===== config.mk =====
export PLATFORM = sky130hd
export DESIGN_NAME = sps_setup
export DESIGN_NICKNAME = d
export VERILOG_FILES = /design/src/sps_pkg.sv /design/src/sps_setup.sv /design/src/sps_check.sv
export SDC_FILE = /design/constraint.sdc
export NUM_CORES = 1
export LEC_CHECK = 0
export BUFFER_PORTS_ARGS = -buffer_cell sky130_fd_sc_hd__buf_4
export CAP_MARGIN = 20
export CORE_AREA = 3 3 283 146
export DETAILED_ROUTE_END_ITERATION = 12
export DIE_AREA = 0 0 286 149
export PLACE_DENSITY = 0.92
export SLEW_MARGIN = 20
export SYNTH_ARGS = -nofsm -noshare
export SYNTH_HDL_FRONTEND = slang
export SYNTH_HIERARCHICAL = 1
export SYNTH_SLANG_ARGS = --single-unit

===== constraint.sdc =====
create_clock -name clock -period 4.95 [get_ports clock]
set_input_delay 0.99 -clock clock [delete_from_list [all_inputs] [get_ports clock]]
set_output_delay 0.99 -clock clock [all_outputs]
set_load 0.02 [all_outputs]

===== src/sps_pkg.sv =====
package sps_pkg;

  // Command block layout and command codes.
  localparam int          BLK_WORDS = 16;
  localparam logic [15:0] CMD_SETUP = 16'hfff0;
  localparam logic [15:0] CMD_ID    = 16'h1b5a;
  localparam logic [15:0] LOC_CPU   = 16'h0001;
  localparam logic [15:0] TASK_P1   = 16'h0013;
  localparam logic [15:0] TASK_P2   = 16'h0014;
  localparam int W_CMD    = 0;
  localparam int W_PROTO  = 1;
  localparam int W_MODE   = 2;
  localparam int W_RATE   = 3;
  localparam int W_PARITY = 4;
  localparam int W_FLOW   = 5;
  localparam int W_TURN   = 6;
  localparam int W_TMO    = 7;
  localparam int W_BITS   = 8;
  localparam int W_STOP   = 9;
  localparam int W_IFACE  = 10;
  localparam int W_DUPLEX = 11;
  localparam int W_ID0    = 12;

  // Largest legal code of each selector, plus the reserved and raw protocol codes.
  localparam logic [15:0] MAX_PROTO  = 16'h0005;
  localparam logic [15:0] RSV_PROTOA = 16'h0002;
  localparam logic [15:0] RSV_PROTOB = 16'h0004;
  localparam logic [15:0] MAX_MODE   = 16'h0002;
  localparam logic [15:0] MAX_RATE   = 16'h0006;
  localparam logic [15:0] MAX_PARITY = 16'h0002;
  localparam logic [15:0] MAX_FLOW   = 16'h0002;
  localparam logic [15:0] MAX_TURN   = 16'h0003;
  localparam logic [15:0] MAX_TMO    = 16'h0003;
  localparam logic [15:0] MAX_BIT1   = 16'h0001;
  localparam logic [15:0] MAX_DUPLEX = 16'h0002;
  localparam logic [2:0]  PROTO_RAW  = 3'h5;

  // APB register byte offsets; the block buffer fills 0x00 to 0x3c.
  localparam logic [11:0] OFS_BLK    = 12'h000;
  localparam logic [11:0] OFS_LOC    = 12'h040;
  localparam logic [11:0] OFS_TASK   = 12'h044;
  localparam logic [11:0] OFS_CTRL   = 12'h048;
  localparam logic [11:0] OFS_STAT   = 12'h04c;
  localparam logic [11:0] OFS_ACT1   = 12'h050;
  localparam logic [11:0] OFS_ACT2   = 12'h054;
  localparam int          CTRL_GO    = 0;
  localparam int          CTRL_RAW1  = 1;
  localparam int          CTRL_RAW2  = 2;

  typedef struct packed {
    logic [2:0] proto;
    logic [1:0] mode;
    logic [2:0] rate;
    logic [1:0] parity;
    logic [1:0] flow;
    logic [1:0] turn;
    logic [1:0] tmo;
    logic       bits8;
    logic       stop2;
    logic       rs485;
    logic [1:0] duplex;
  } sps_cfg_t;

  typedef struct packed {
    logic       ok;
    logic       idOnly;
    logic       port2;
    sps_cfg_t   cfg;
    logic [63:0] id;
  } sps_cmd_t;

  // Settings after reset, before any stored values are applied.
  localparam sps_cfg_t CFG_DEF1 = '{proto: 3'h1, mode: 2'h0, rate: 3'h6, parity: 2'h1, flow: 2'h1,
                                    turn: 2'h0, tmo: 2'h0, bits8: 1'b1, stop2: 1'b0, rs485: 1'b0,
                                    duplex: 2'h1};
  localparam sps_cfg_t CFG_DEF2 = '{proto: 3'h1, mode: 2'h0, rate: 3'h6, parity: 2'h1, flow: 2'h1,
                                    turn: 2'h0, tmo: 2'h0, bits8: 1'b1, stop2: 1'b0, rs485: 1'b1,
                                    duplex: 2'h1};
  localparam logic [63:0] ID_DEF    = 64'h0;
  localparam logic [31:0] CTRL_RST  = 32'h0;

endpackage


===== src/sps_setup.sv =====
//
// Contract
// - Only serial ports one and two accept setup commands.
// - Reset loads defaults; stored values replace them when present.
// - A command changes active settings only, never the stored values.
// - Every reset restores both ports; issuer resends commands afterwards.
// - Task number 19 selects port one, 20 selects port two.
// - Word zero must hold command code fff0.
// - Words one to seven: protocol, mode, rate, parity, flow, turnaround, timeout.
// - Words eight to eleven: character bits, stop bits, interface, duplex.
// - Words twelve to fifteen carry the station identifier, bytes one-two first.
// - Commands accepted any time; the other port stays undisturbed.
// - Command 7002 changes only the station identifier.
// - Raw serial protocol offers a read mode and a write mode.
// - Protocol codes 0,1,3,5 legal; 2 and 4 reserved.
// - Rate codes 0 to 6 select 300 to 19200 baud; default 19200.
// - Mode codes slave, master, peer; parity none, odd, even; defaults slave, odd.
// - Timeout, flow control and turnaround codes limited to their listed ranges.
//
// Local design decisions: the APB slave port and the register offsets.
`timescale 1ns/10ps
module sps_setup
  import sps_pkg::*;
(
  // Clock and reset.
  input  wire logic              clock,
  input  wire logic              rst_n,
  // APB slave.
  input  wire logic              psel,
  input  wire logic              penable,
  input  wire logic              pwrite,
  input  wire logic [11:0]       paddr,
  input  wire logic [31:0]       pwdata,
  output logic [31:0]            prdata,
  output logic                   pready,
  output logic                   pslverr,
  // Stored configuration, from same-clock loader logic.
  input  wire logic              storedValid,
  input  wire sps_pkg::sps_cfg_t storedCfg1,
  input  wire sps_pkg::sps_cfg_t storedCfg2,
  input  wire logic [63:0]       storedId1,
  input  wire logic [63:0]       storedId2,
  // Active settings toward the serial port hardware.
  output sps_pkg::sps_cfg_t      portCfg1,
  output sps_pkg::sps_cfg_t      portCfg2,
  output logic [63:0]            portId1,
  output logic [63:0]            portId2,
  output logic [1:0]             rawWrite,
  output logic [1:0]             cfgApplied
);
  import sps_pkg::*;

  logic [BLK_WORDS-1:0][15:0] blk_q;
  logic [15:0]                loc_q;
  logic [15:0]                task_q;
  logic [1:0]                 rawSel_q;
  logic                       go_q;
  logic                       done_q;
  logic                       reject_q;
  logic                       boot_q;
  logic [31:0]                prdata_q;
  logic [1:0]                 applied_q;
  sps_cfg_t                   act_q [2];
  logic [63:0]                id_q [2];
  sps_cmd_t                   cmd;
  logic                       setupPh;
  logic                       accessPh;
  logic                       wrEn;
  logic                       mapped;
  logic [31:0]                rdVal;

  sps_check u_check (
    .blk      (blk_q),
    .loc      (loc_q),
    .portTask (task_q),
    .cmd      (cmd)
  );

  // No wait state: read data is captured into a flop in the setup phase and comes straight from it.
  assign setupPh  = psel && !penable;
  assign accessPh = psel && penable;
  assign pready   = accessPh;
  assign wrEn     = accessPh && pwrite;
  assign mapped   = (paddr[1:0] == 2'h0) && (paddr <= OFS_ACT2);
  assign pslverr  = accessPh && !mapped;
  assign prdata   = prdata_q;

  always_comb begin
    rdVal = 32'h0;
    // A refused read returns zero, misaligned offsets inside the block buffer included.
    if (!mapped) begin
      rdVal = 32'h0;
    end else if (paddr < OFS_LOC) begin
      rdVal = {16'h0, blk_q[paddr[5:2]]};
    end else if (paddr == OFS_LOC) begin
      rdVal = {16'h0, loc_q};
    end else if (paddr == OFS_TASK) begin
      rdVal = {16'h0, task_q};
    end else if (paddr == OFS_CTRL) begin
      rdVal = {29'h0, rawSel_q, 1'b0};
    end else if (paddr == OFS_STAT) begin
      rdVal = {30'h0, reject_q, done_q};
    end else if (paddr == OFS_ACT1) begin
      rdVal = {11'h0, act_q[0]};
    end else if (paddr == OFS_ACT2) begin
      rdVal = {11'h0, act_q[1]};
    end
  end

  always_ff @(posedge clock or negedge rst_n) begin
    if (!rst_n) begin
      prdata_q <= 32'h0;
    end else if (setupPh && !pwrite) begin
      prdata_q <= rdVal;
    end
  end

  // Command block, addressing and control are plain software registers.
  always_ff @(posedge clock or negedge rst_n) begin
    if (!rst_n) begin
      blk_q    <= '0;
      loc_q    <= 16'h0;
      task_q   <= 16'h0;
      rawSel_q <= CTRL_RST[CTRL_RAW2:CTRL_RAW1];
    end else if (wrEn && mapped) begin
      if (paddr < OFS_LOC) begin
        blk_q[paddr[5:2]] <= pwdata[15:0];
      end else if (paddr == OFS_LOC) begin
        loc_q <= pwdata[15:0];
      end else if (paddr == OFS_TASK) begin
        task_q <= pwdata[15:0];
      end else if (paddr == OFS_CTRL) begin
        rawSel_q <= pwdata[CTRL_RAW2:CTRL_RAW1];
      end
    end
  end

  // The go bit is a pulse; the block is decoded one cycle later, when it is stable.
  always_ff @(posedge clock or negedge rst_n) begin
    if (!rst_n) begin
      go_q <= 1'b0;
    end else begin
      go_q <= wrEn && paddr == OFS_CTRL && pwdata[CTRL_GO];
    end
  end

  // A new go clears the outcome; the outcome is set a cycle later, so both never meet.
  always_ff @(posedge clock or negedge rst_n) begin
    if (!rst_n) begin
      done_q   <= 1'b0;
      reject_q <= 1'b0;
    end else if (go_q) begin
      done_q   <= cmd.ok;
      reject_q <= !cmd.ok;
    end else if (wrEn && paddr == OFS_CTRL && pwdata[CTRL_GO]) begin
      done_q   <= 1'b0;
      reject_q <= 1'b0;
    end
  end

  // Stored values are taken at the first edge after reset release, never under the reset itself.
  always_ff @(posedge clock or negedge rst_n) begin
    if (!rst_n) begin
      boot_q <= 1'b1;
    end else begin
      boot_q <= 1'b0;
    end
  end

  genvar p;
  generate
    for (p = 0; p < 2; p++) begin : g_port
      logic hit;
      assign hit = go_q && cmd.ok && (cmd.port2 == (p == 1));

      always_ff @(posedge clock or negedge rst_n) begin
        if (!rst_n) begin
          act_q[p] <= (p == 0) ? CFG_DEF1 : CFG_DEF2;
          id_q[p]  <= ID_DEF;
        end else if (boot_q) begin
          if (storedValid) begin
            act_q[p] <= (p == 0) ? storedCfg1 : storedCfg2;
            id_q[p]  <= (p == 0) ? storedId1 : storedId2;
          end
        end else if (hit) begin
          if (!cmd.idOnly) begin
            act_q[p] <= cmd.cfg;
          end
          id_q[p] <= cmd.id;
        end
      end

      always_ff @(posedge clock or negedge rst_n) begin
        if (!rst_n) begin
          applied_q[p] <= 1'b0;
        end else begin
          applied_q[p] <= hit;
        end
      end

      // Raw mode direction only means something while the raw protocol runs.
      assign rawWrite[p] = rawSel_q[p] && act_q[p].proto == PROTO_RAW;
    end
  endgenerate

  assign portCfg1   = act_q[0];
  assign portCfg2   = act_q[1];
  assign portId1    = id_q[0];
  assign portId2    = id_q[1];
  assign cfgApplied = applied_q;

endmodule


===== src/sps_check.sv =====
`timescale 1ns/10ps
module sps_check
  import sps_pkg::*;
(
  // Staged command block and addressing.
  input  wire logic [sps_pkg::BLK_WORDS-1:0][15:0] blk,
  input  wire logic [15:0]                         loc,
  input  wire logic [15:0]                         portTask,
  // Decoded result.
  output sps_pkg::sps_cmd_t                        cmd
);
  import sps_pkg::*;

  function automatic logic upTo(input logic [15:0] w, input logic [15:0] lim);
    upTo = (w <= lim);
  endfunction

  logic addrOk;
  logic fieldsOk;
  logic isSetup;
  logic isId;

  // A location other than the processor, or a task other than the two ports, is refused.
  assign addrOk   = (loc == LOC_CPU) && (portTask == TASK_P1 || portTask == TASK_P2);
  assign isSetup  = (blk[W_CMD] == CMD_SETUP);
  assign isId     = (blk[W_CMD] == CMD_ID);
  assign fieldsOk = upTo(blk[W_PROTO], MAX_PROTO) && blk[W_PROTO] != RSV_PROTOA
                    && blk[W_PROTO] != RSV_PROTOB
                    && upTo(blk[W_MODE], MAX_MODE) && upTo(blk[W_PARITY], MAX_PARITY)
                    && upTo(blk[W_RATE], MAX_RATE)
                    && upTo(blk[W_FLOW], MAX_FLOW) && upTo(blk[W_TURN], MAX_TURN)
                    && upTo(blk[W_TMO], MAX_TMO)
                    && upTo(blk[W_BITS], MAX_BIT1) && upTo(blk[W_STOP], MAX_BIT1)
                    && upTo(blk[W_IFACE], MAX_BIT1) && upTo(blk[W_DUPLEX], MAX_DUPLEX);

  always_comb begin
    cmd.ok         = addrOk && ((isSetup && fieldsOk) || isId);
    cmd.idOnly     = isId;
    cmd.port2      = (portTask == TASK_P2);
    cmd.cfg.proto  = blk[W_PROTO][2:0];
    cmd.cfg.mode   = blk[W_MODE][1:0];
    cmd.cfg.rate   = blk[W_RATE][2:0];
    cmd.cfg.parity = blk[W_PARITY][1:0];
    cmd.cfg.flow   = blk[W_FLOW][1:0];
    cmd.cfg.turn   = blk[W_TURN][1:0];
    cmd.cfg.tmo    = blk[W_TMO][1:0];
    cmd.cfg.bits8  = blk[W_BITS][0];
    cmd.cfg.stop2  = blk[W_STOP][0];
    cmd.cfg.rs485  = blk[W_IFACE][0];
    cmd.cfg.duplex = blk[W_DUPLEX][1:0];
    cmd.id         = {blk[W_ID0], blk[W_ID0+1], blk[W_ID0+2], blk[W_ID0+3]};
  end

endmodule


==> results of run 1 <==
cell families (layout without fill, tap and decap cells):
logic type | count (synthesis) | after routing | synth area share [%]
AO/OA/AOI/OAI | 457 | 457 | 10.6
adder cells (fa/ha/maj) | 1 | 1 | 0.0423
buffers and inverters | 254 | 511 | 5.87
flip-flops | 487 | 487 | 51.6
multiplexers | 398 | 398 | 20.6
other | 1 | 12 | 0.0158
AND/OR/NAND/NOR | 510 | 510 | 11.3
metal layers:
metal	GRT usage [%]	routed length (µm)	vias up
met5	0	54	-
met4	17.7	4460	8
met3	9.42	9250	355
met2	58.9	36900	1372
met1	46.9	28800	9449
li1	-	-	7928
layout make-up:
class,instances,area share [%]
multi-input combinational,1378,36.4
clock inverter,18,0.733
sequential,487,43.9
timing repair buffer,422,11.7
inverter,6,0.0809
clock buffer,65,4.75
tap,530,2.38
registers in the layout, summed over array words and instances, names as in the netlist, 2 cells and up:
name / count
task_q: 16
portId1: 64
portCfg1: 21
portCfg2: 21
prdata: 21
blk_q: 256
cfgApplied: 2
rawSel_q: 2
loc_q: 16
portId2: 64
layout by cell type, fill, tap and decap left out, types with 13 or more instances in the layout:
master,instances
sky130_fd_sc_hd__a21oi_1,323
sky130_fd_sc_hd__a22o_1,13
sky130_fd_sc_hd__buf_4,413
sky130_fd_sc_hd__clkbuf_16,46
sky130_fd_sc_hd__dfrtp_1,471
sky130_fd_sc_hd__dfstp_2,15
sky130_fd_sc_hd__mux2_2,304
sky130_fd_sc_hd__mux2i_1,54
sky130_fd_sc_hd__mux4_2,40
sky130_fd_sc_hd__nand2_1,69
sky130_fd_sc_hd__nand3_1,17
sky130_fd_sc_hd__nand3_2,13
sky130_fd_sc_hd__nand4_1,15
sky130_fd_sc_hd__nor2_1,181
sky130_fd_sc_hd__nor2b_1,88
sky130_fd_sc_hd__nor3_1,20
sky130_fd_sc_hd__nor4_1,58
sky130_fd_sc_hd__o21ai_0,53
critical path, cell delays in order (launching register included):
cell and delay, ps:
sky130_fd_sc_hd__dfrtp_1 450, sky130_fd_sc_hd__nor4_1 570, sky130_fd_sc_hd__nand4_1 220, sky130_fd_sc_hd__nor4_1 660
sky130_fd_sc_hd__and4_1 410, sky130_fd_sc_hd__o211a_1 200, sky130_fd_sc_hd__nand2_1 210, sky130_fd_sc_hd__o31ai_4 320
sky130_fd_sc_hd__buf_12 420, sky130_fd_sc_hd__nor2_1 130, sky130_fd_sc_hd__a21oi_1 180
worst max path at each step:
stage                           start                       to  slack [ps]  cells after the start
6_report       blk_q[129]$_DFFE_PN0P_  portId1[19]$_DFFE_PN0P_         920                     10
5_1_grt          blk_q[0]$_DFFE_PN0P_  portId1[19]$_DFFE_PN0P_        1070                     10
4_1_cts        blk_q[129]$_DFFE_PN0P_  portId1[19]$_DFFE_PN0P_        1260                     10
3_5_place_dp                paddr[10]                  pslverr        1330                      5
3_3_place_gp                paddr[10]                  pslverr        1310                      5
2_1_floorplan                paddr[4]                  pslverr        1720                      4
power by group through the flow:
stage	logic [mW]	registers [mW]	clock network, mW
floorplan	0.381	4.57	0
CTS	1.26	4.32	3.66
global placement	1.22	4.38	0
detailed placement	1.25	4.39	0
global route	1.34	4.34	3.83
finish	1.27	4.33	3.67
==> flow_results.org, run 1 <==
** Power and ir drop
- Switching Share :: 27.2%
- Combinational power share :: 13.7%
- In this run the power spent charging and discharging nets is 2.52 mW.
- Clock network fraction of design power :: 39.6%
- Dividing total power by cell area gives a power density of between 300 and 400 nW/µm².
- The share of total power dissipated in sequential elements is 46.7%.
- Overall Power :: between 9 and 10 mW
- IR analysis of the VDD net gives a maximum drop of 254 µV.
- Internal :: 6.74 mW
- Leakage power summed over all cells :: 13.2 nW

** Routing
- Starting DRC count in detailed routing :: between 2000 and 3000
- The routed design has 79400 µm of wire.
- In the routed layout, each cell is associated on average with a via count of 6.58.
- First-pass detailed-route iteration total :: 7
- Vias post-DR :: 19112
- Routed length per instance :: 27.3 µm
- DRC viols :: 0
- DRT antenna net count :: 0

** Yosys
- Dividing the synthesized area by the synthesized cell count gives 11.2 µm².
- Most used standard cells in the synthesized netlist :: sky130_fd_sc_hd__dfrtp_1, sky130_fd_sc_hd__a21oi_1, sky130_fd_sc_hd__mux2_2
- Area of the mapped netlist :: 23700 µm²
- Register bit count reported by yosys :: 487
- In this run, distinct cell masters in the synthesized netlist total 62.
- By instance count, the leading cell after synthesis is sky130_fd_sc_hd__dfrtp_1.
- In the synthesized netlist, the number of instances is 2108.
- Biggest area contributors in the synthesized netlist :: sky130_fd_sc_hd__dfrtp_1, sky130_fd_sc_hd__mux2_2, sky130_fd_sc_hd__a21oi_1, sky130_fd_sc_hd__mux4_2, sky130_fd_sc_hd__buf_4
- Sequential area share after synthesis :: ~52%
- Portion of synthesized cell area occupied by the leading cell type :: ~50%
- Synthesis warning total :: 6
- Counting flops with a built-in enable in the synthesized netlist gives 0.
- Summed over all instances, the cell type with the most area after synthesis is sky130_fd_sc_hd__dfrtp_1.
- Most instantiated flip-flop cell in the synthesis netlist :: sky130_fd_sc_hd__dfrtp_1
- Counting flops with an async set or reset pin after synthesis yields a share of 100%.

** CTS
- Clock Path Buffers :: 3
- Buffers added to address setup during post-CTS repair amount to 0.
- The clock reaches the later pin of the worst-skew pair after between 500 and 600 ps.
- The tree built by TritonCTS fans out to 487 sinks.
- The number of hold buffers added after CTS was 0.
- Gates resized during post-CTS repair numbered 0.
- H-tree levels :: 2
- Clock root buffer master :: sky130_fd_sc_hd__clkbuf_16
- TritonCTS built the clock tree.
- CTS Buf Count :: 45
- Clock-pin slew was measured on the worst setup and hold paths at 70 ps.

** Timing
- Setup repair after global routing missed its margin :: no
- Accumulated negative setup slack :: 0 ps
- Max Clock Skew :: roughly 18 ps
- Hold violation total from the final report :: 0
- Subtracting the final worst setup slack from the clock period gives 4030 ps.
- Worst slew pin tran :: between 1000 and 1500 ps
- The worst path uses 81.4% of the clock period.
- The number of max-slew violations in the final report is 0.
- Top achievable clock speed :: ~0.25 GHz
- Setup violations remaining at the end of the flow were counted as 0.
- Setup slack closes at 919 ps.
- The worst pin sits at a relative slew slack of 29.8%.
- Hold Slack :: 472 ps

** Finish
- The final layout contains 2560 nets.
- Register cell area after layout :: 12200 µm²
- Cells fill 71.7% of the core in the end.
- The post-route netlist has 37.3% of its cells at a drive strength greater than 1.
- After filler insertion, the fill cell instance count of the layout stands at 2493.
- The repair_antennas step left the layout with diodes totalling 0.
- Final cell area excluding filler cells :: 27800 µm²
- Area growth syn-to-layout :: 17.6%
- The multi-input combinational cells in the finished layout cover a total of 10100 µm².
- Post-route insts no fill :: around 2900

** Critical path
- STA puts the critical path data required time at 5420 ps.
- Type of the setup path with the least slack :: reg -> reg
- In this run the critical register-to-register path is captured at portId1[19]$_DFFE_PN0P_.
- In this run the register-to-register setup slack is roughly 920 ps.
- Signal arrival time at the worst endpoint :: 4500 ps
- Reg2reg path depth :: 10
- The startpoint identified for the worst register-to-register timing path is blk_q[129]$_DFFE_PN0P_.
- The worst setup path is captured at a flop.
- Worst-path fanout max :: 128
- Critical Path Start Type :: flop

** Placement
- Pre-CTS worst setup slack :: 1330 ps
- Routability-driven placement finished with a final weighted congestion of 0.970.
- The wire-length estimate of the detail-placed layout is 55400 µm.
- Number of placed cells counting well taps :: 2822
- Placed cell areas :: 26300 µm²
- Number of input and output port buffers inserted :: 400

** Floorplan
- CORE AREA :: 38800 µm²
- From bottom edge to top edge, the die measures between 100 and 150 µm.
- Die ar. :: 42600 µm²
- The floorplan step set the die width to 286 µm.
- In this run the core area contains 51 standard-cell rows.
- IO Count :: 428
- For this configuration, the core starts out at a cell density of 61.0%.

** GRT
- Total routing usage reported by global routing :: 36.6%
- Entering global routing, the biggest net connects 129 pins.
- The first global-routing pass estimated 118000 µm of wire.
- Remaining Overflow, GRT :: 0
- The via count of the first global-routing pass came to 19179.
- The initial antenna violation count was 6.

** Run status
- The flow ran to the end, and the final reports show no timing, DRC or antenna violations.

** Run
- Count of maximum capacitance violations :: 0

** Min path
- Hold WC Path Type :: in -> async
Note: power is estimated with default switching activity, not from simulation.
==> inputs of run 2 (changes only) <==
- ABC_AREA: unset -> 1
- CORE_AREA: 3 3 283 146 -> 3 3 305 157
- DIE_AREA: 0 0 286 149 -> 0 0 308 160
- PLACE_DENSITY: 0.92 -> 0.83
- clock period: 4.95 -> 3.6 ns (I/O delays scaled with it)
==> run 2 against run 1 <==
- via count grew 13%
- setup slack lost 480 ps
- register-to-register slack lost 480 ps
- clock-buffer cell count shrank 1
- design area shrank 2.1%
- worst hold slack lost 340 ps
- sequential share of layout area grew 0.94 points
- sequential power grew 36%
- combinational power grew 49%
- first-iteration DRC count grew 9.2%
- die area grew 16%
==> flow_results.org, run 2 <==
** Timing
- Hold violation total from the final report :: 0 (unchanged)
- The final setup violation count came to 0 (unchanged).
- Max Clock Skew :: 17.5 ps (was 18.1 ps)
- Share of the clock period used by the worst path :: 87.8% (was 81.4%)
- The transition at the pin with the smallest max-transition slack came to 1120 ps (was 1050 ps).
- Accumulated negative setup slack :: 0 ps (unchanged)
- The max-slew headroom at the worst pin came to 25.3% (was 29.8%).
- Setup repair after global routing missed its margin: no (unchanged).
- The shortest period the worst path allows was 3160 ps (was 4030 ps).
- Number of pins exceeding their max-slew limit in the final report :: 0 (unchanged)
- The highest attainable clock frequency is 0.316 GHz (was 0.248 GHz).

** GRT
- Initial antenna violation count :: 3 (was 6)
- The first-pass GRT wire length is 119000 µm (was 118000 µm).
- The total global-route track usage was 30.7% (was 36.6%).
- The pin count of the biggest net entering global routing was 129 (unchanged).
- The sum of overflow across all layers after global routing was 0 (unchanged).
- The via count of the first global-routing pass was 20327 (was 19179).

** Yosys
- Portion of synthesized cell area occupied by the leading cell type :: 51.3% (was 49.8%)
- The xor and xnor fraction of the mapped netlist area came to 0% (unchanged).
- Number of distinct library cell variants in the gate-level netlist after synthesis :: 41 (was 62)
- Synth async-reset ratio :: 100% (unchanged)
- The sequential share of the synthesized area is 53.1% (was 51.6%).
- Most used standard cells in the synthesized netlist: sky130_fd_sc_hd__nand2_1, sky130_fd_sc_hd__dfrtp_1, sky130_fd_sc_hd__nor2_1 (was sky130_fd_sc_hd__dfrtp_1, sky130_fd_sc_hd__a21oi_1, sky130_fd_sc_hd__mux2_2).
- The synthesized area divided by synthesized cell count came to 8.23 µm² (was 11.2 µm²).
- The cell accounting for the most synthesized area is sky130_fd_sc_hd__dfrtp_1 (unchanged).
- Area of the mapped netlist :: 23000 µm² (was 23700 µm²)
- The leading register cell type out of synthesis is sky130_fd_sc_hd__dfrtp_1 (unchanged).
- The simple-gate area share of the yosys netlist was 22.3% (was 11.3%).
- Biggest area contributors in the synthesized netlist :: sky130_fd_sc_hd__dfrtp_1, sky130_fd_sc_hd__nand2_1, sky130_fd_sc_hd__o21ai_0, sky130_fd_sc_hd__nor2_1, sky130_fd_sc_hd__a31oi_1 (was sky130_fd_sc_hd__dfrtp_1, sky130_fd_sc_hd__mux2_2, sky130_fd_sc_hd__a21oi_1, sky130_fd_sc_hd__mux4_2, sky130_fd_sc_hd__buf_4)
- Synthesized-area fraction occupied by ao, oa, aoi and oai cells :: 16.4% (was 10.6%)
- The flip-flop and latch count after synthesis is 487 (unchanged).
- Multiplexer fraction of the synthesized cell area :: 0% (was 20.6%)
- The combinational family with the most area after synthesis is simple AND/OR/NAND/NOR gates (was multiplexers).
- Library cell with the highest instance count after synthesis :: sky130_fd_sc_hd__nand2_1 (was sky130_fd_sc_hd__dfrtp_1)
- Adder-cell share of the synthesized area :: 0% (was 0.0423%)
- The post-synthesis instance total is 2793 (was 2108).
- The count of yosys warnings during synthesis came to 6 (unchanged).
- Number of enable flip-flop cells after synthesis :: 0 (unchanged)

** CTS
- Post-CTS Setup Inserts :: 0 (unchanged)
- The count of hold-fix buffers inserted at cts was 0 (unchanged).
- The number of gates resized after CTS is 0 (unchanged).
- Clock transition at path regs :: 70 ps (about the same)
- Clock Path Buffers :: 3 (unchanged)
- Clock root buffer master :: sky130_fd_sc_hd__clkbuf_16 (unchanged)
- The insertion delay to the later sink of the worst-skew pair came to 570 ps (about the same).
- The number of buffers created by CTS was 44 (was 45).
- The number of sinks driven by the clock tree came to 487 (unchanged).
- The CTS tree is built (unchanged).
- The H-tree depth was 2 (unchanged).

** Placement
- The total placed instance area is 25800 µm² (was 26300 µm²).
- Number of input and output port buffers inserted :: 400 (unchanged)
- The routability congestion estimate from global placement was 0.966 (was 0.970).
- The HPWL after detailed placement came to 54700 µm (was 55400 µm).

** Finish
- Core utilization of the finished layout :: 60.4% (was 71.7%)
- Nets :: 3254 (was 2560)
- The most common library cell in the layout ignoring fill and taps is sky130_fd_sc_hd__nand2_1 (was sky130_fd_sc_hd__dfrtp_1).
- Top reg by flops :: blk_q (unchanged)
- The share of post-route cells with drive strength above 1 is 18.9% (was 37.3%).
- Final cell area excluding filler cells :: 27300 µm² (was 27800 µm²)
- The relative area change from synthesis to final layout is 18.6% (was 17.6%).
- Top library cells by usage in the layout, fill and taps aside: sky130_fd_sc_hd__nand2_1, sky130_fd_sc_hd__dfrtp_1, sky130_fd_sc_hd__buf_4, sky130_fd_sc_hd__nor2_1, sky130_fd_sc_hd__o21ai_0 (was sky130_fd_sc_hd__dfrtp_1, sky130_fd_sc_hd__buf_4, sky130_fd_sc_hd__a21oi_1, sky130_fd_sc_hd__mux2_2, sky130_fd_sc_hd__nor2_1).
- The flip-flop count of the largest register after layout was 256 (unchanged).

** Floorplan
- Chip width :: 308 µm (was 286 µm)
- Die ar. :: 49300 µm² (was 42600 µm²)
- CORE AREA :: 45100 µm² (was 38800 µm²)
- Effective utilization at floorplan :: 50.9% (was 61.0%)
- IO Count :: 428 (unchanged)
- The die height is 160 µm (was 149 µm).
- The row count was 55 (was 51).

** Routing
- Starting DRC count in detailed routing :: 2909 (was 2663)
- Routed vias/inst :: 5.89 (was 6.58)
- DRT antenna net count :: 0 (unchanged)
- The number of detailed-routing iterations run before antenna repair was 7 (unchanged).
- DRC viols :: 0 (unchanged)
- The total routed wirelength came to 77300 µm (was 79400 µm).
- Routed length per instance :: 21.1 µm (was 27.3 µm)
- Vias post-DR :: 21587 (was 19112)

** Power and ir drop
- The worst voltage drop across the vdd grid is 305 µV (was 254 µV).
- The sum of internal, switching and leakage power is 12.7 mW (was 9.26 mW).
- The power density over the cells is 464 nW/µm² (was 333 nW/µm²).
- The standby leakage power came to 13.1 nW (was 13.2 nW).

** Critical path
- The arrival time of the worst setup path is 3630 ps (was 4500 ps).
- The biggest fanout along the worst timing path was 46 (was 128).
- The cell repeated most along the worst path was sky130_fd_sc_hd__nand2_1 (was sky130_fd_sc_hd__nor4_1).
- The buffering stage count on the worst path with inverters included came to 2 (was 1).
- Critical Path Slowest Stage Cell :: sky130_fd_sc_hd__dfrtp_1 (was sky130_fd_sc_hd__nor4_1)
- The endpoint type of the worst setup path was a flop (unchanged).
- The startpoint type of the worst setup path is a flop (unchanged).
- Critical-path cell list: nand2_1 > nand2_1 > nor2_2 > nand2_1 > nor2_1 > nand2_1 > nor2_1 > nand2_1 > a21oi_2 > nand2_1 > nor2_1 > a21oi_1 > inv_4 > buf_12 > nor2_1 > a31oi_1 (was nor4_1 > nand4_1 > nor4_1 > and4_1 > o211a_1 > nand2_1 > o31ai_4 > buf_12 > nor2_1 > a21oi_1).
- The kind of critical path is reg -> reg (unchanged).
- CP required :: 4070 ps (was 5420 ps)
- Biggest cell delay along the critical path :: 410 ps (was 660 ps)
- The family with the most delay on the worst path was simple AND/OR/NAND/NOR gates (unchanged).

** Run status
- Outcome :: finished clean (unchanged)

** Min path
- The class of the worst hold path is in -> async (unchanged).

** Run
- Count of maximum capacitance violations :: 0 (unchanged)
==> run 2: layer usage <==
layer  GRT usage, %  part of all wire [%]  vias to the layer above  wire [µm]
met2           48.2                    46                     1223      35700
met5              0                 0.039                        -         30
met3           7.57                    10                      218       7970
met1           41.2                    39                    10481      30300
li1               -                     -                     9661          -
met4           12.3                   4.2                        4       3230
==> run 2: path summary, 6_finish.rpt <==
check	startpoint	endpoint	slack, ps	depth (start not counted)
max reg2reg	blk_q[177]$_DFFE_PN0P_	portId2[20]$_DFFE_PN0P_	440	16
max in group asynchronous	rst_n	blk_q[45]$_DFFE_PN0P_	2410	2
min in group clock	storedId2[22]	portId2[22]$_DFFE_PN0P_	420	3
min	rst_n	blk_q[8]$_DFFE_PN0P_	130	1
max	blk_q[177]$_DFFE_PN0P_	portId2[20]$_DFFE_PN0P_	440	16
min reg2reg	prdata[17]$_DFFE_PN0P_	prdata[17]$_DFFE_PN0P_	480	2
==> run 2: power breakdown <==
group,switching [mW],internal (mW)
Clock,2.10,2.74
Combinational,1.17,0.724
Sequential,0.177,5.74
==> run 2: layout make-up <==
cell class | count | area [µm²]
diodes | 1 | 2.50
clock buffers | 64 | 1280
clock inverters | 12 | 163
fillers | 3803 | 17900
inverters | 83 | 315
multi-input cells | 1958 | 8940
flip-flops and latches | 487 | 12200
well taps | 598 | 748
repair buffers | 460 | 3600
==> run 2: logic make-up after synthesis <==
group,Yosys count
other cells,1
compound gates,667
buf+inv,359
flops,487
simple gates,1279
==> run 2: through the flow <==
step	cells	setup WS, ps	hold WS (ps)
floorplan	2804	1350	424
global placement	3586	421	469
detailed placement	3586	347	471
CTS	3662	605	142
global route	3662	336	159
finish	3663	440	135
